### config.mk
export PLATFORM = sky130hd
export DESIGN_NAME = perf_counter_event_select
export DESIGN_NICKNAME = d
export VERILOG_FILES = /design/src/design/perf_counter_pkg.sv /design/src/design/perf_counter_event_select.sv
export SDC_FILE = /design/constraint.sdc
export NUM_CORES = 1
export LEC_CHECK = 0
export ABC_CLOCK_PERIOD_IN_PS = 4000
export BUFFER_PORTS_ARGS = -buffer_cell sky130_fd_sc_hd__buf_4
export CORE_MARGIN = 2
export CORE_UTILIZATION = 49
export CTS_CLUSTER_SIZE = 28
export DETAILED_ROUTE_END_ITERATION = 7
export GPL_TIMING_DRIVEN = 0
export PLACE_DENSITY_LB_ADDON = 0.2
export SYNTH_ARGS = -nofsm -noshare
export SYNTH_HDL_FRONTEND = slang
export SYNTH_SLANG_ARGS = --single-unit
export TNS_END_PERCENT = 20
### constraint.sdc
create_clock -name pclk -period 4 [get_ports pclk]
set_input_delay 0.8 -clock pclk [delete_from_list [all_inputs] [get_ports pclk]]
set_output_delay 0.8 -clock pclk [all_outputs]
set_load 0.05 [all_outputs]
### src/design/perf_counter_pkg.sv
package perf_counter_pkg;

	// ****************************************************************
	// Register map.
	// ****************************************************************
	localparam int ADDR_W = 12;
	localparam logic [11:0] MONITOR_CONTROL_ZERO_ADDR = 12'h000;
	localparam logic [11:0] PERF_COUNTER_TWO_ADDR = 12'h004;
	localparam logic [11:0] EVENT_STATUS_ADDR = 12'h008;

	// ****************************************************************
	// Field positions and reset values.
	// ****************************************************************
	localparam int SEL_LSB = 0;
	localparam int SEL_W = 6;
	localparam int TB_SEL_LSB = 8;
	localparam int TB_SEL_W = 2;
	localparam logic [5:0] SEL_RESET = 6'h00;
	localparam logic [1:0] TB_SEL_RESET = 2'h0;
	localparam logic [31:0] COUNTER_RESET = 32'h00000000;

	// Positions in the lower time-base word of bits 47, 51, 55 and 63.
	localparam int TB_BIT47_POS = 16;
	localparam int TB_BIT51_POS = 12;
	localparam int TB_BIT55_POS = 8;
	localparam int TB_BIT63_POS = 0;

	// ****************************************************************
	// Event select codes.
	// ****************************************************************
	typedef enum logic [5:0] {
		SEL_HOLD = 6'h00,
		SEL_CYCLES = 6'h01,
		SEL_COMPLETED = 6'h02,
		SEL_TB_EDGE = 6'h03,
		SEL_DISPATCHED = 6'h04,
		SEL_L1_IMISS = 6'h05,
		SEL_ITB_MISS = 6'h06,
		SEL_L2_IMISS = 6'h07,
		SEL_BR_NOT_TAKEN = 6'h08,
		SEL_PR_TOGGLE = 6'h09,
		SEL_RESERVED_LOAD = 6'h0A,
		SEL_LOAD_STORE = 6'h0B,
		SEL_SNOOP = 6'h0C,
		SEL_CASTOUT = 6'h0D,
		SEL_SYSTEM_UNIT = 6'h0E,
		SEL_IFETCH_MISS = 6'h0F,
		SEL_BR_SPEC_OK = 6'h10
	} event_sel_t;

endpackage : perf_counter_pkg

### src/design/perf_counter_event_select.sv
// The APB register port and the register addresses were decided locally.
`timescale 1ns/1ps
module perf_counter_event_select
(
	// Clock and reset.
	input wire logic pclk,
	input wire logic presetn,
	// APB slave.
	input wire logic psel,
	input wire logic penable,
	input wire logic pwrite,
	input wire logic [11:0] paddr,
	input wire logic [31:0] pwdata,
	output logic [31:0] prdata,
	output logic pready,
	output logic pslverr,
	// Event sources from the core, on pclk.
	input wire logic [1:0] completed_count,
	input wire logic [1:0] dispatched_count,
	input wire logic [31:0] timebase_lower,
	input wire logic l1_icache_miss,
	input wire logic instr_translation_buffer_miss,
	input wire logic l2_instr_miss,
	input wire logic branch_not_taken,
	input wire logic problem_state_bit,
	input wire logic reserved_load_done,
	input wire logic [1:0] load_store_count,
	input wire logic snoop_seen,
	input wire logic l1_castout,
	input wire logic system_unit_done,
	input wire logic ifetch_l1_miss,
	input wire logic branch_spec_correct,
	// Live counter value.
	output logic [31:0] counter_value
);

	// ****************************************************************
	// Helper functions.
	// ****************************************************************

	// Maps a time-base selector value to its bit in the lower word.
	// Bits are numbered from the top of the 64-bit time base.
	function automatic int tb_pos(input int code);
		int pos;
		pos = perf_counter_pkg::TB_BIT63_POS;
		case (code)
			0: pos = perf_counter_pkg::TB_BIT47_POS;
			1: pos = perf_counter_pkg::TB_BIT51_POS;
			2: pos = perf_counter_pkg::TB_BIT55_POS;
			default: pos = perf_counter_pkg::TB_BIT63_POS;
		endcase
		return pos;
	endfunction : tb_pos

	// Tells whether an address is one of the mapped registers.
	function automatic logic addr_mapped(input logic [11:0] addr);
		logic hit;
		hit = (addr == perf_counter_pkg::MONITOR_CONTROL_ZERO_ADDR) ||
			(addr == perf_counter_pkg::PERF_COUNTER_TWO_ADDR) ||
			(addr == perf_counter_pkg::EVENT_STATUS_ADDR);
		return hit;
	endfunction : addr_mapped

	// ****************************************************************
	// Declarations.
	// ****************************************************************
	// Control register and counter state.
	logic [5:0] sel_ff;
	logic [1:0] tb_sel_ff;
	logic [31:0] count_ff;
	logic [31:0] nxt_count;
	logic [1:0] inc;

	// Register bus state and decoded strobes.
	logic pready_ff;
	logic pslverr_ff;
	logic [31:0] prdata_ff;
	logic access;
	logic wr_commit;
	logic wr_ctl;
	logic wr_cnt;
	logic [31:0] ctl_word;

	// Event counts and pulses, one register stage behind the core.
	logic [1:0] completed_ff;
	logic [1:0] dispatched_ff;
	logic [1:0] load_store_ff;
	logic [11:0] pulse_ff;
	logic [31:0] status_word;

	// Edge history of the time-base bits and the privilege bit.
	logic [3:0] tb_bits;
	logic [3:0] tb_bits_ff;
	logic [3:0] tb_prev_ff;
	logic [3:0] tb_rise;
	logic pr_ff;
	logic pr_prev_ff;

	// ****************************************************************
	// APB slave.
	// ****************************************************************

	// An access is answered one cycle after its access phase begins.
	// The answer never waits on the event logic, so every transfer
	// has the same length.
	assign access = psel && penable && !pready_ff;

	// A write takes effect at the edge where pready is seen high.
	assign wr_commit = psel && penable && pready_ff && pwrite;

	// Each writable register is decoded once from the commit strobe.
	assign wr_ctl = wr_commit &&
		paddr == perf_counter_pkg::MONITOR_CONTROL_ZERO_ADDR;
	assign wr_cnt = wr_commit &&
		paddr == perf_counter_pkg::PERF_COUNTER_TWO_ADDR;

	// The ready strobe is a single-cycle pulse per transfer.
	// While it stands, the same access is not answered a second time.
	always_ff @(posedge pclk or negedge presetn)
	begin
		if (!presetn)
			pready_ff <= 1'b0;
		else
			pready_ff <= access;
	end

	// Unmapped addresses end with an error and change nothing.
	// Reads of them return zero.
	always_ff @(posedge pclk or negedge presetn)
	begin
		if (!presetn)
			pslverr_ff <= 1'b0;
		else
			pslverr_ff <= access && !addr_mapped(paddr);
	end

	// Status word shows the sampled event lines and time-base bits.
	// It is read-only: a write to it ends normally and changes nothing.
	assign status_word = {10'h000, pr_ff, tb_bits_ff, load_store_ff,
		dispatched_ff, completed_ff, pulse_ff[10:0]};

	// Control word as read back; bits outside the two fields read zero.
	always_comb
	begin
		ctl_word = 32'h00000000;
		ctl_word[perf_counter_pkg::SEL_LSB +: perf_counter_pkg::SEL_W] =
			sel_ff;
		ctl_word[perf_counter_pkg::TB_SEL_LSB +: perf_counter_pkg::TB_SEL_W] =
			tb_sel_ff;
	end

	// Read data is captured with the ready pulse and held after it.
	always_ff @(posedge pclk or negedge presetn)
	begin
		if (!presetn)
			prdata_ff <= 32'h00000000;
		else if (access && !pwrite)
		begin
			case (paddr)
				perf_counter_pkg::MONITOR_CONTROL_ZERO_ADDR:
					prdata_ff <= ctl_word;
				perf_counter_pkg::PERF_COUNTER_TWO_ADDR:
					prdata_ff <= count_ff;
				perf_counter_pkg::EVENT_STATUS_ADDR:
					prdata_ff <= status_word;
				default:
					prdata_ff <= 32'h00000000;
			endcase
		end
	end

	// The control register holds the event and time-base selectors.
	always_ff @(posedge pclk or negedge presetn)
	begin
		if (!presetn)
		begin
			sel_ff <= perf_counter_pkg::SEL_RESET;
			tb_sel_ff <= perf_counter_pkg::TB_SEL_RESET;
		end
		else if (wr_ctl)
		begin
			sel_ff <= pwdata[perf_counter_pkg::SEL_LSB +:
				perf_counter_pkg::SEL_W];
			tb_sel_ff <= pwdata[perf_counter_pkg::TB_SEL_LSB +:
				perf_counter_pkg::TB_SEL_W];
		end
	end

	// ****************************************************************
	// Event sampling.
	// ****************************************************************

	// Counted events are registered once to keep the adder path short.
	// The two end bits of the pulse word stay zero so that each event
	// lands at its own place in the status word.
	always_ff @(posedge pclk or negedge presetn)
	begin
		if (!presetn)
		begin
			completed_ff <= 2'h0;
			dispatched_ff <= 2'h0;
			load_store_ff <= 2'h0;
			pulse_ff <= 12'h000;
		end
		else
		begin
			completed_ff <= completed_count;
			dispatched_ff <= dispatched_count;
			load_store_ff <= load_store_count;
			pulse_ff <= {1'b0, branch_spec_correct, ifetch_l1_miss,
				system_unit_done, l1_castout, snoop_seen,
				reserved_load_done, branch_not_taken, l2_instr_miss,
				instr_translation_buffer_miss, l1_icache_miss, 1'b0};
		end
	end

	// Each of the four candidate time-base bits is picked out here.
	genvar gi;
	generate
		for (gi = 0; gi < 4; gi++)
		begin : g_tb
			assign tb_bits[gi] = timebase_lower[tb_pos(gi)];
		end
	endgenerate

	// All four candidates keep a history, so a selector change mid-run
	// never invents an edge from a different bit.
	always_ff @(posedge pclk or negedge presetn)
	begin
		if (!presetn)
		begin
			tb_bits_ff <= 4'h0;
			tb_prev_ff <= 4'h0;
		end
		else
		begin
			tb_bits_ff <= tb_bits;
			tb_prev_ff <= tb_bits_ff;
		end
	end

	// Only zero-to-one changes count.
	assign tb_rise = tb_bits_ff & ~tb_prev_ff;

	// Privilege bit history for change detection.
	// Both directions of change count, unlike the time-base edges.
	always_ff @(posedge pclk or negedge presetn)
	begin
		if (!presetn)
		begin
			pr_ff <= 1'b0;
			pr_prev_ff <= 1'b0;
		end
		else
		begin
			pr_ff <= problem_state_bit;
			pr_prev_ff <= pr_ff;
		end
	end

	// ****************************************************************
	// Event select and counter.
	// ****************************************************************

	// The select code picks the amount added this cycle. Every source
	// is read from its register stage, so a pulse seen at one edge is
	// added at the next, and so is a time-base or privilege change seen
	// at that edge. Codes above the last defined one add nothing, which
	// leaves the count where software put it.
	always_comb
	begin
		inc = 2'h0;
		case (sel_ff)
			perf_counter_pkg::SEL_HOLD:
				inc = 2'h0;
			perf_counter_pkg::SEL_CYCLES:
				inc = 2'h1;
			perf_counter_pkg::SEL_COMPLETED:
				inc = completed_ff;
			perf_counter_pkg::SEL_TB_EDGE:
				inc = {1'b0, tb_rise[tb_sel_ff]};
			perf_counter_pkg::SEL_DISPATCHED:
				inc = dispatched_ff;
			perf_counter_pkg::SEL_L1_IMISS:
				inc = {1'b0, pulse_ff[1]};
			perf_counter_pkg::SEL_ITB_MISS:
				inc = {1'b0, pulse_ff[2]};
			perf_counter_pkg::SEL_L2_IMISS:
				inc = {1'b0, pulse_ff[3]};
			perf_counter_pkg::SEL_BR_NOT_TAKEN:
				inc = {1'b0, pulse_ff[4]};
			perf_counter_pkg::SEL_PR_TOGGLE:
				inc = {1'b0, pr_ff ^ pr_prev_ff};
			perf_counter_pkg::SEL_RESERVED_LOAD:
				inc = {1'b0, pulse_ff[5]};
			perf_counter_pkg::SEL_LOAD_STORE:
				inc = load_store_ff;
			perf_counter_pkg::SEL_SNOOP:
				inc = {1'b0, pulse_ff[6]};
			perf_counter_pkg::SEL_CASTOUT:
				inc = {1'b0, pulse_ff[7]};
			perf_counter_pkg::SEL_SYSTEM_UNIT:
				inc = {1'b0, pulse_ff[8]};
			perf_counter_pkg::SEL_IFETCH_MISS:
				inc = {1'b0, pulse_ff[9]};
			perf_counter_pkg::SEL_BR_SPEC_OK:
				inc = {1'b0, pulse_ff[10]};
			default:
				inc = 2'h0;
		endcase
	end

	// A software write replaces the count; otherwise the event adds in.
	// The increment is at most three, so it is zero-extended to 32 bits.
	always_comb
	begin
		if (wr_cnt)
			nxt_count = pwdata;
		else
			nxt_count = count_ff + {30'h0, inc};
	end

	// The counter wraps silently at its top and raises no flag. A
	// software write at the same edge as an event wins, and that
	// cycle's increment is dropped.
	always_ff @(posedge pclk or negedge presetn)
	begin
		if (!presetn)
			count_ff <= perf_counter_pkg::COUNTER_RESET;
		else
			count_ff <= nxt_count;
	end

	// ****************************************************************
	// Outputs.
	// ****************************************************************

	// Every output is a flip-flop, so nothing the core does reaches
	// the bus in the same cycle.
	assign prdata = prdata_ff;
	assign pready = pready_ff;
	assign pslverr = pslverr_ff;
	assign counter_value = count_ff;

endmodule : perf_counter_event_select

# [Yosys cells after proc, flatten, opt, wreduce, memory -nomap -nowiden]
# Index checks and enable logic that the tools add are counted.
[word_totals] ff_bits=100 in_bits=98
[op_classes] n_addsub=1 order_cmp=1 eq_ne=18 muxes=5 n_bitwise=3 n_reduce_logical=14
[ops] cell="$pmux 32 s3" n=1
[ops] cell="$eq 6x4->1 const B" n=8
[ops] cell="$add 32x2->32" n=1
[ops] cell="$mux 32" n=1
[ops] cell="$pmux 2 s16" n=1
[ops] cell="$eq 6x3->1 const B" n=4
[ops] cell="$eq 12x3->1 const B" n=1
[ops] cell="$eq 12x4->1 const B" n=1
[ops] cell="$eq 6x2->1 const B" n=2
[ops] cell="$logic_not 12->1" n=1
[ops] cell="$logic_and 1x1->1" n=8
[ops] cell="$eq 6x1->1 const B" n=1
[ops] cell="$eq 6x5->1 const B" n=1
[ops] cell="$and 4x4->4" n=1
[ops] cell="$not 4->4" n=1
[ops] cell="$logic_not 1->1" n=3
[ops] cell="$lt 2x3->1 const B" n=1
[ops] cell="$bmux 1 s2" n=1
[ops] cell="$logic_or 1x1->1" n=2
[ops] cell="$mux 1" n=1
[ops] cell="$xor 1x1->1" n=1

# [Logic depth before layout (Yosys ltp)]
# Gate-level depths: netlist of run 1.
[logic_depth] ltp_word=7 ltp_mapped=15

# [Worst setup path before layout of run 1]
# No wires, ideal clock.
[synth_timing] path_kind="reg2reg" from="register sel_ff[1]" to="register count_ff[30], in the netlist counter_value[30]" arrival_ns=2.911 required_ns=3.863 slack_ns=0.952 path_stages_with_launch=15 path_buffers=2 period_less_slack_ns=3.048 path_cell_list="dfrtp_1 -> clkbuf_1 -> nor2b_1 -> nand3_1 -> o21ai_0 -> or4_1 -> ha_1 -> inv_1 -> fa_1 -> and4b_1 -> nand4bb_1 -> buf_2 -> nor4_2 -> xnor2_1 -> a21oi_1"
[synth_between] elab_chain_cells=4 elab_cells_between_ends=19 cone_classes="add/sub (1); eq/ne (16); mux (2)"
[synth_lines] element="from (decl)" line_no="perf_counter_event_select.sv:68" source="logic [5:0] sel_ff;"
[synth_lines] element="from (signal assigned)" line_no="perf_counter_event_select.sv:177" source="sel_ff <= perf_counter_pkg::SEL_RESET;"
[synth_lines] element="from (signal assigned)" line_no="perf_counter_event_select.sv:182" source="sel_ff <= pwdata[perf_counter_pkg::SEL_LSB +:"
[synth_lines] element="$eq 6x5->1 (tied with other cells)" line_no="perf_counter_event_select.sv:273" source="case (sel_ff)"
[synth_lines] element="$pmux 2 s16 (*)" line_no="perf_counter_event_select.sv:273"
[synth_lines] element="$add 32x2->32 (*)" line_no="perf_counter_event_select.sv:320" source="nxt_count = count_ff + {30'h0, inc};"
[synth_lines] element="$mux 32 (*)" line_no="perf_counter_event_select.sv:317" source="if (wr_cnt)"
[synth_lines] element="via nxt_count[30]" line_no="perf_counter_event_select.sv:71" source="logic [31:0] nxt_count;"
[synth_lines] element="to (signal assigned)" line_no="perf_counter_event_select.sv:329" source="count_ff <= perf_counter_pkg::COUNTER_RESET;"
[synth_lines] element="to (signal assigned)" line_no="perf_counter_event_select.sv:331" source="count_ff <= nxt_count;"
[synth_lines] element="to (decl)" line_no="perf_counter_event_select.sv:70" source="logic [31:0] count_ff;"
# Mark *: on every way through the listed nets, which the timed path passes. The rest lies on a longest branch.
# A chain may end at the register's enable or synchronous reset.

# [Worst setup path in the final report of run 1]
# Same ends and word-level chain as after synthesis.

==> qor.yml, run 1 <==
status:
  status: "finished, final reports clean"
pwr:
  power.total_w: 0.00186
  clkPwrFrac_pct: 36.7
  p_comb_share_pct: 7.3
  p_leak_nw: 2.71
  seqPwrFrac_pct: 56.0
  power.density_nw_per_um2: 311
  ir_drop_uv: 192
  sw_frac_of_total_pct: 23.8
  power.switching_w: 0.000444
  intPower_w: 0.00142
floorplan:
  die_x_microns: 101
  die_h_microns: 101
  core_sq_um: 9200
  design.portCount: 164
  die_area_sq_um: 10200
  rows: 35
  initial_core_util_pct: 50.2
final_layout:
  antennaDiodeCount: 0
  fin_cells: 723
  fin_util_pct: 65.0
  syn_to_final_growth_pct: 29.6
  seqCellArea_sq_um: 2500
  multi_input_comb_area_sq_um: 2000
  final_nets: 708
  fillers: 796
  layout-drive-gt1-share_pct: 28.8
clock_tree:
  cts_tree: "done"
  path_clk_slew_ns: 0.11
  cts_buffer_depth: 2
  cts_buffers: 9
  insertion_delay_ns: 0.36
  htreeDepth: 3
  clock-sinks: 100
  clockRootBuffer: "clkbuf_8"
  post_cts.repair.setup_buffers: 0
  ctsResizeCount: 0
  ctsHoldBuffers: 0
worst_setup_path:
  ff2ff_path_depth: 14
  max_stage_delay_ns: 0.49
  crit_path_cell_trace: "clkbuf_1 > nor2b_1 > nand3_1 > o21ai_0 > or4_1 > ha_1 > inv_1 > fa_1 > and4b_1 > nand4bb_1 > buf_2 > nor4_2 > xnor2_1 > a21oi_1"
  path_class: "register to register"
  cp_slowest_cell: "fa_1"
  cp_max_fo: 10
  critPathArrivalTime_ns: 3.97
  required_ns: 4.24
  cp-start-kind: "register"
  endpoint_kind: "register"
yosys:
  syn_avg_cell_area_sq_um: 10.0
  synth_top_family_by_area: "simple AND/OR/NAND/NOR gates"
  syn_area_sq_um: 4610
  synth_adder_area_share_pct: 0.976
  syn_inst: 461
  synth_nets: 562
  ys_async_sr_fraction_pct: 100
  synth-xor-area-share_pct: 5.31
  ys_types: 48
  synth_seq_cells: 100
  yosys.area_share.simple_pct: 20.9
  synthMuxAreaShare_pct: 3.06
  synth_compound_area_share_pct: 13.0
  ys_warn_count: 0
  synth_ff_type: "dfrtp_1"
  synth-edff-count: 0
  synth_seq_area_share_pct: 54.2
sta:
  period_share_pct: 93.3
  tightest_slew_ns: 0.900
  finalSetupViolCount: 0
  fin_tns_setup_ns: 0
  finalHoldViolations: 0
  finalClockSkew_ns: 0.0150
  min_period_ns: 3.73
  slew_headroom_pct: 40.0
  clock.fmax_mhz: 268
  rsz0062_at_grt: "false"
  hold_ws_ns: 0.439
  drv_slew: 0
routing:
  vias: 4119
  drt_pass1_iterations: 5
  vias_per_cell: 5.70
  drc: 0
  ant_nets: 0
  wl_per_cell_microns: 18.0
  wl_microns: 13000
  first_iter_violations: 354
grt:
  grt_antenna_before_repair: 0
  grt_pass1_wl_microns: 20500
  overflow: 0
  grt_usage_pct: 26.0
  grt_pass1_vias: 4083
  grt_max_degree: 101
place:
  portBuffers: 135
  place_inst: 707
  finalWeightedCongestion: 0.871
  dpl.hpwl_microns: 9410
flow_run:
  maxCapViolCount: 0
min_path:
  hp-class: "register to register"
  hold_depth: 0
[cell type report]
| type | count | area share, % |
|---|---|---|
| plain buffers | 25 | 1.69 |
| clock buffers | 12 | 2.59 |
| clock inverters | 4 | 0.941 |
| inverters | 4 | 0.251 |
| multi-input cells | 332 | 33.4 |
| flip-flops and latches | 100 | 41.8 |
| well taps | 111 | 2.32 |
| repair buffers | 135 | 17.0 |
[worst max-delay path, delay by kind of cell (launching register included)]
kind / cells / cell delay (ns)
flops: 1 / 0.45
fa+ha+maj: 2 / 0.65
xor+xnor: 1 / 0.15
buf+inv: 3 / 0.64
compound gates: 2 / 0.29
simple gates: 6 / 1.44
[worst paths after layout]
check	from	endpoint	slack, ns
min in group asynchronous	presetn	pulse_ff[1]	0.52
max reg2reg	sel_ff[1]	counter_value[30]	0.27
max	sel_ff[1]	counter_value[30]	0.27
min	tb_bits_ff[2]	tb_prev_ff[2]	0.44
max in group asynchronous	presetn	pulse_ff[8]	2.86
min reg2reg	tb_bits_ff[2]	tb_prev_ff[2]	0.44
[cell usage in the layout (no fill, tap or decap), types with 5 or more instances in the layout]
master,netlist,routed
buf_4,0,134
buf_2,6,6
nor2_1,47,47
and2_1,5,5
o21ai_0,6,6
nand3_1,21,21
dfrtp_1,100,100
xnor2_1,15,15
clkbuf_8,0,11
nor4_1,5,5
a22oi_1,27,27
o21ai_1,20,20
xor2_1,13,13
a21oi_1,35,35
nand2_1,55,55
nor2b_1,6,6
mux2_2,9,9
nand4_1,13,13
clkbuf_1,19,20
[synthesized netlist by cell type, drive strengths merged, types with 2 or more instances]
| master | n | area [sq um] |
|---|---|---|
| a21oi | 35 | 175 |
| a22oi | 27 | 203 |
| a311oi | 2 | 17.5 |
| a31oi | 4 | 25.0 |
| and2 | 5 | 31.3 |
| and3 | 5 | 33.8 |
| and4 | 4 | 36.3 |
| buf | 6 | 30.0 |
| clkbuf | 19 | 71.3 |
| dfrtp | 100 | 2500 |
| ha | 2 | 25.0 |
| inv | 4 | 15.0 |
| mux2 | 9 | 101 |
| mux2i | 4 | 40.0 |
| nand2 | 56 | 213 |
| nand2b | 2 | 12.5 |
| nand3 | 24 | 143 |
| nand3b | 3 | 22.5 |
| nand4 | 14 | 93.8 |
| nor2 | 47 | 176 |
| nor2b | 6 | 37.5 |
| nor3 | 5 | 36.3 |
| nor4 | 6 | 43.8 |
| o21ai | 26 | 130 |
| or3 | 4 | 25.0 |
| or4 | 3 | 22.5 |
| xnor2 | 15 | 131 |
| xor2 | 13 | 114 |
[registers in the layout, indices dropped and copies added (netlist names)]
| signal | flops |
|---|---|
| sel_ff | 6 |
| tb_prev_ff | 4 |
| counter_value | 32 |
| tb_bits_ff | 4 |
| load_store_ff | 2 |
| pulse_ff | 10 |
| pr_ff | 1 |
| dispatched_ff | 2 |
| pready | 1 |
| prdata | 32 |
| pr_prev_ff | 1 |
| tb_sel_ff | 2 |
| pslverr | 1 |
| completed_ff | 2 |
[per-stage QoR]
stage,setup slack [ns],cell area [sq um]
2_1_floorplan,0.952,4610
3_3_place_gp,0.438,5770
3_5_place_dp,0.361,5770
4_1_cts,0.335,5980
5_1_grt,0.0341,5980
6_report,0.270,5980
[cell families (layout without fill, tap and decap cells)]
| kind of cell | count (synthesis) | in the layout |
|---|---|---|
| multiplexers | 13 | 13 |
| buffers and inverters | 29 | 180 |
| flip-flops | 100 | 100 |
| AND/OR/NAND/NOR | 188 | 188 |
| adder cells (fa/ha/maj) | 3 | 3 |
| AO/OA/AOI/OAI | 100 | 100 |
| XOR/XNOR | 28 | 28 |
[metal layers]
metal | vias up | routed length, microns | global-route usage, %
met5 | - | 0 | 0
met1 | 1980 | 5560 | 36.5
met3 | 18 | 1110 | 5.34
met2 | 193 | 6060 | 40.1
li1 | 1928 | - | -
met4 | 0 | 267 | 9.67
[power groups by stage]
stage | clock network (W) | logic [W] | registers [W]
after floorplan | 0 | 0.0000304 | 0.00107
after global placement | 0 | 0.000133 | 0.00106
after detailed placement | 0 | 0.000136 | 0.00106
after CTS | 0.000694 | 0.000136 | 0.00104
after global routing | 0.000731 | 0.000149 | 0.00105
final | 0.000684 | 0.000135 | 0.00104
(Power assumes the default switching activity.)
==> run 2, diff against run 1 <==
--- a/config.mk
+++ b/config.mk
@@ -5,6 +5,7 @@
 export SDC_FILE = /design/constraint.sdc
 export NUM_CORES = 1
 export LEC_CHECK = 0
+export ABC_AREA = 1
 export ABC_CLOCK_PERIOD_IN_PS = 4000
 export BUFFER_PORTS_ARGS = -buffer_cell sky130_fd_sc_hd__buf_4
 export CORE_MARGIN = 2
==> run 2 against run 1 <==
Die area rose by 15%; clock power decreased by 7.2%; final area increased by 12%; largest power group unchanged.
==> qor.yml, run 2 <==
worst_setup_path:
  startpoint: "sel_ff[0]"
  critPathArrivalTime_ns: 3.41  # -0.56 ns
  ff2ff_path_depth: 19  # +5
  required_ns: 4.28  # +0.04 ns
  cp_max_fo: 8  # -2
  crit_path_cell_trace: "buf_2 > nor2_1 > nand4_1 > nand2_1 > nor2_1 > nand2_1 > nor2_1 > nand2_1 > ha_1 > inv_1 > fa_1 > inv_1 > nand3_1 > inv_1 > nand2_1 > nor2_2 > nand3_1 > nand2_1 > o21ai_1"
  r2r_setup_slack_ns: 0.87  # +0.60 ns
  max_stage_delay_ns: 0.45  # -0.04 ns
  endpoint_kind: "register"
  r2r-end: "counter_value[18]"
  crit_path_frequent_cell: "nand2_1"
  path_class: "register to register"
  reg2reg_from: "sel_ff[0]"
  cp-start-kind: "register"
  cp_slowest_cell: "fa_1"
yosys:
  ys_async_sr_fraction_pct: 100  # unchanged
  synth_seq_cells: 100  # unchanged
  synth_nets: 812  # +44%
  synth_top_cell_by_area: "dfrtp_1"
  syn_inst: 711  # +54%
  synth-edff-count: 0  # unchanged
  synth_top_area_share_pct: 46.9  # -7.3 points
  syn_area_sq_um: 5330  # +16%
  synth.area.top_cells: "dfrtp_1 (47%), nand2_1 (19%), nand3_1 (8.3%), nor2_1 (4.6%), inv_1 (4.1%)"
  synth_ff_type: "dfrtp_1"
  syn_avg_cell_area_sq_um: 7.50  # -25%
  ys_types: 32  # -33%
  synth_commonest_cells: "nand2_1 (274), dfrtp_1 (100), nand3_1 (88), nor2_1 (66), inv_1 (58)"
  ys_warn_count: 0  # unchanged
  synthMostInstantiatedCell: "nand2_1"
  synth_seq_area_share_pct: 46.9  # -7.3 points
min_path:
  hp-class: "register to register"
  hold_depth: 0  # unchanged
  hold_path_end: "tb_prev_ff[0]"
  hp-start: "tb_bits_ff[0]"
sta:
  fin_tns_setup_ns: 0  # unchanged
  rsz0062_at_grt: "false"
  hold_ws_ns: 0.387  # -0.0519 ns
  clock.fmax_mhz: 320  # +19%
  period_share_pct: 78.2  # -15 points
  drv_slew: 0  # unchanged
  min_period_ns: 3.13  # -0.602 ns
  slew_headroom_pct: 18.4  # -22 points
  finalHoldViolations: 0  # unchanged
  finalSetupViolCount: 0  # unchanged
  tightest_slew_ns: 1.22  # +0.324 ns
  finalClockSkew_ns: 0.0170  # +0.00197 ns
routing:
  wl_per_cell_microns: 15.8  # -12%
  drt_pass1_iterations: 7  # +2
  ant_nets: 0  # unchanged
  vias: 5165  # +25%
  drc: 0  # unchanged
  wl_microns: 15900  # +22%
  first_iter_violations: 398  # +12%
  vias_per_cell: 5.15  # -9.5%
clock_tree:
  insertion_delay_ns: 0.39  # +0.03 ns
  path_clk_slew_ns: 0.11  # about the same
  htreeDepth: 3  # unchanged
  cts_buffers: 9  # unchanged
  clockRootBuffer: "clkbuf_8"
  cts_tree: "done"
  ctsResizeCount: 0  # unchanged
  ctsHoldBuffers: 0  # unchanged
  post_cts.repair.setup_buffers: 0  # unchanged
  cts_buffer_depth: 2  # unchanged
  clock-sinks: 100  # unchanged
final_layout:
  syn_to_final_growth_pct: 25.8
  final_common_cell: "nand2_1"
  final_cell_mix: "nand2_1 (274), buf_4 (139), dfrtp_1 (100), nand3_1 (88), nor2_1 (66)"
  layout-drive-gt1-share_pct: 23.3  # -5.4 points
  final_nets: 958  # +35%
  antennaDiodeCount: 0  # unchanged
  fillers: 1026  # +29%
  seqCellArea_sq_um: 2500  # unchanged
  multi_input_comb_area_sq_um: 2450  # +23%
floorplan:
  design.portCount: 164  # unchanged
  die_area_sq_um: 11700  # +15%
  core_sq_um: 10700  # +17%
  die_h_microns: 108  # +7.2%
  rows: 38  # +8.6%
  initial_core_util_pct: 49.6  # -0.54 points
  die_x_microns: 108  # +7.2%
pwr:
  power.density_nw_per_um2: 266  # -15%
  ir_drop_uv: 300  # +57%
  p_leak_nw: 3.47  # +28%
grt:
  grt_pass1_wl_microns: 24700  # +21%
  grt_antenna_before_repair: 0  # unchanged
  grt_usage_pct: 28.2  # +2.2 points
  overflow: 0  # unchanged
  grt_pass1_vias: 4729  # +16%
  grt_max_degree: 101  # unchanged
flow_run:
  maxCapViolCount: 0  # unchanged
status:
  status: "finished, final reports clean"
place:
  dpl.hpwl_microns: 12500  # +33%
  portBuffers: 135  # unchanged
  finalWeightedCongestion: 0.934  # +7.3%
==> run 2: changes by cell type in the layout (fill, tap and decap cells not counted), moves of 17 or more <==
cell,change
a22oi_1,-27
inv_1,+54
nand2_1,+219
nor2_1,+19
clkbuf_1,-17
nand3_1,+67
a21oi_1,-30
==> run 2: worst max path at each step <==
stage               slack (ns)  depth (start not counted)                end
floorplan                 1.43                         19  counter_value[18]
global placement          0.98                         19  counter_value[18]
detailed placement        0.94                         19  counter_value[16]
CTS                       0.91                         19  counter_value[16]
global route              0.57                         18  counter_value[18]
finish                    0.87                         19  counter_value[18]
==> run 2: power breakdown <==
group | total [W] | switching, W | internal, W
logic | 0.000112 | 0.0000601 | 0.0000521
registers | 0.00104 | 0.0000112 | 0.00102
clock network | 0.000635 | 0.000394 | 0.000241
==> run 2: cell families (layout without fill, tap and decap cells) <==
group,after synthesis,count (layout),synth area share [%]
simple gates,467,467,37.9
flops,100,100,46.9
buf+inv,82,233,7.11
compound gates,46,46,5.14
xor+xnor,13,13,2.13
fa+ha+maj,3,3,0.844
==> run 2: final cells by class <==
class,instances,share of cell area [%]
Buffer,22,2.26
Clock buffer,9,1.85
Clock inverter,7,0.969
Inverter,60,3.39
Multi-Input combinational cell,529,36.5
Sequential cell,100,37.3
Tap cell,140,2.61
Timing Repair Buffer,135,15.1
==> run 2: worst max-delay path, delay by kind of cell, from the launching register on <==
| kind | cells | cell delay [ns] |
|---|---|---|
| flip-flops | 1 | 0.37 |
| AND/OR/NAND/NOR | 12 | 1.39 |
| AO/OA/AOI/OAI | 1 | 0.07 |
| buffers and inverters | 4 | 0.51 |
| adder cells (fa/ha/maj) | 2 | 0.69 |
==> run 2: stage by stage <==
step	cell area (sq um)	worst slack, ns	utilization [%]	std cells	total power (W)
after floorplan	5330	1.43	-	711	0.00108
after global placement	6520	0.981	60.7	986	0.00117
after detailed placement	6520	0.938	60.7	986	0.00117
after CTS	6710	0.908	62.5	1002	0.00180
after global routing	6710	0.567	62.5	1002	0.00186
final	6710	0.872	62.5	1002	0.00178
==> run 2: layer usage <==
metal / part of all wire, % / global-route usage [%] / vias up
li1: - / - / 2556
met1: 49 / 42.2 / 2401
met2: 43 / 40.7 / 195
met3: 6.9 / 7.05 / 13
met4: 1.3 / 7.51 / 0
met5: 0 / 0 / -
==> run 3, diff against run 2 <==
--- a/config.mk
+++ b/config.mk
@@ -6,10 +6,10 @@
 export NUM_CORES = 1
 export LEC_CHECK = 0
 export ABC_AREA = 1
-export ABC_CLOCK_PERIOD_IN_PS = 4000
+export ABC_CLOCK_PERIOD_IN_PS = 2800
 export BUFFER_PORTS_ARGS = -buffer_cell sky130_fd_sc_hd__buf_4
 export CORE_MARGIN = 2
-export CORE_UTILIZATION = 49
+export CORE_UTILIZATION = 47
 export CTS_CLUSTER_SIZE = 28
 export DETAILED_ROUTE_END_ITERATION = 7
 export GPL_TIMING_DRIVEN = 0
==> constraint.sdc (replaced) <==
create_clock -name pclk -period 2.8 [get_ports pclk]
set_input_delay 0.56 -clock pclk [delete_from_list [all_inputs] [get_ports pclk]]
set_output_delay 0.56 -clock pclk [all_outputs]
set_load 0.05 [all_outputs]
==> run 3 against run 2 <==
First-iteration DRC count increased by 13%; register-to-register slack worse by 0.75 ns; total power rose by 69%; hold slack got worse by 0.21 ns; sequential cell count did not move; routed wire length rose by 3.0%; combinational power grew 50%; non-clock buffer count up 10.
==> qor.yml, run 3 (synthesis results as in run 2) <==
worst_setup_path:
  cp_max_fo: 6  # -2
  path_class: "register to register"
  startpoint: "sel_ff[2]"
  endpoint_kind: "register"
  r2r_setup_slack_ns: 0.13  # -0.75 ns
  required_ns: 3.03  # -1.25 ns
  reg2reg_from: "sel_ff[2]"
  cp-start-kind: "register"
  critPathArrivalTime_ns: 2.91  # -0.50 ns
  r2r-end: "counter_value[8]"
  ff2ff_path_depth: 18  # -1
final_layout:
  fin_util_pct: 64.6  # +2.1 points
  layout-drive-gt1-share_pct: 27.2  # +3.9 points
  final_common_cell: "nand2_1"
  fillers: 979  # -4.6%
  final_nets: 968  # +1.0%
  multi_input_comb_area_sq_um: 2560  # +4.5%
  antennaDiodeCount: 0  # unchanged
  final_cell_mix: "nand2_1 (268), buf_4 (149), dfrtp_1 (96), nand3_1 (86), nor2_1 (59)"
  syn_to_final_growth_pct: 32.4
  seqCellArea_sq_um: 2510  # +0.20%
floorplan:
  die_x_microns: 111  # +2.0%
  design.portCount: 164  # unchanged
  core_sq_um: 10900  # +1.8%
  die_h_microns: 111  # +2.0%
  die_area_sq_um: 12200  # +4.1%
  rows: 38  # unchanged
  initial_core_util_pct: 48.8  # -0.86 points
pwr:
  ir_drop_uv: 468  # +56%
  sw_frac_of_total_pct: 22.6  # -3.5 points
  p_comb_share_pct: 5.6  # -0.7 points
  power.density_nw_per_um2: 427  # +61%
  intPower_w: 0.00234  # +77%
  clkPwrFrac_pct: 45.3  # +9.7 points
  seqPwrFrac_pct: 49.1  # -9.0 points
  power.switching_w: 0.000682  # +47%
  p_leak_nw: 3.58  # +3.2%
place:
  dp_slack_ns: -0.224  # -1.16 ns
  dpl.hpwl_microns: 12500  # +0.30%
  portBuffers: 135  # unchanged
  finalWeightedCongestion: 0.929  # -0.58%
clock_tree:
  clock-sinks: 100  # unchanged
  clockRootBuffer: "clkbuf_16"
  cts_buffer_depth: 2  # unchanged
  insertion_delay_ns: 0.35  # -0.04 ns
  htreeDepth: 3  # unchanged
  cts_buffers: 9  # unchanged
  path_clk_slew_ns: 0.07  # -0.04 ns
  cts_tree: "done"
sta:
  min_period_ns: 2.67  # -0.454 ns
  finalClockSkew_ns: 0.00750  # -0.00948 ns
  period_share_pct: 95.5  # +17 points
  slew_headroom_pct: 63.8  # +45 points
  hold_ws_ns: 0.180  # -0.207 ns
  finalHoldViolations: 0  # unchanged
  finalSetupViolCount: 0  # unchanged
  drv_slew: 0  # unchanged
  tightest_slew_ns: 0.544  # -0.680 ns
  clock.fmax_mhz: 374  # +17%
  fin_ws_ns: 0.126  # -0.746 ns
  rsz0062_at_grt: "true"
routing:
  vias: 5242  # +1.5%
  vias_per_cell: 5.18  # +0.49%
  ant_nets: 0  # unchanged
  drt_pass1_iterations: 5  # -2
  wl_microns: 16400  # +3.0%
  first_iter_violations: 448  # +13%
  wl_per_cell_microns: 16.2  # +2.0%
  drc: 0  # unchanged
flow_run:
  maxCapViolCount: 0  # unchanged
grt:
  overflow: 0  # unchanged
  grt_usage_pct: 27.4  # -0.78 points
  grt_pass1_wl_microns: 26400  # +7.0%
  grt_antenna_before_repair: 0  # unchanged
  grt_max_degree: 101  # unchanged
  grt_pass1_vias: 5118  # +8.2%
status:
  status: "finished, final reports clean"
min_path:
  hp-class: "input pin to asynchronous set/reset pin"
## run 3: worst max-delay path, stage by stage, from the launching register on
cell and delay (ns):
dfrtp_2 0.46, inv_1 0.08, nand2_2 0.08, nor2_4 0.13, nand3_1 0.09, nand2_1 0.08, nor2_1 0.05, nand2_1 0.05
nor2_1 0.04, nand2_1 0.11, ha_4 0.16, inv_1 0.07, fa_2 0.41, inv_2 0.09, nand3_4 0.09, inv_2 0.09
nand2_2 0.09, xor2_1 0.27, o21ai_0 0.12
## run 3: worst max path at each step
stage	endpoint	slack, ns	cells past startpoint
2_1_floorplan	counter_value[18]	0.23	19
3_3_place_gp	counter_value[8]	-0.18	16
3_5_place_dp	counter_value[18]	-0.22	19
4_1_cts	counter_value[18]	0.03	21
5_1_grt	counter_value[16]	-0.08	18
6_report	counter_value[8]	0.13	18
## run 3: layout make-up
type,instances,share of cell area (%)
clock buffer,10,3.24
timing repair buffer,145,15.7
buffer,22,2.27
multi-input combinational,529,36.3
clock inverter,6,1.33
sequential,100,35.5
tap,140,2.48
inverter,60,3.22
## run 3: timing repair
item	in CTS	in global routing
pin swaps	2	6
buffers inserted	2	7
hold buffers	0	0
resized for setup	15	28
cloned	0	0
setup endpoints to repair	6	8
## run 3: metal layers
layer	vias to the layer above	track usage [%]	share of wire, %
li1	2564	-	-
met1	2444	40.3	47
met2	218	39.2	43
met3	16	7.52	8.7
met4	0	8.83	1.7
met5	-	0	0
## run 3: metrics by stage
stage	total power, W	std cells	setup TNS (ns)	instance area (sq um)
CTS	0.00303	1004	0	6910
global route	0.00312	1012	-0.261	7060
detailed placement	0.00167	986	-0.988	6520
global placement	0.00167	986	-0.851	6520
floorplan	0.00154	711	0	5330
finish	0.00302	1012	0	7060
## run 3: power by group through the flow
stage          combinational (W)  clock [W]  sequential, W
3_3_place_gp            0.000161          0        0.00151
3_5_place_dp            0.000164          0        0.00151
5_1_grt                 0.000186    0.00145        0.00148
4_1_cts                 0.000165    0.00138        0.00148
2_1_floorplan          0.0000357          0        0.00151
6_report                0.000168    0.00137        0.00148
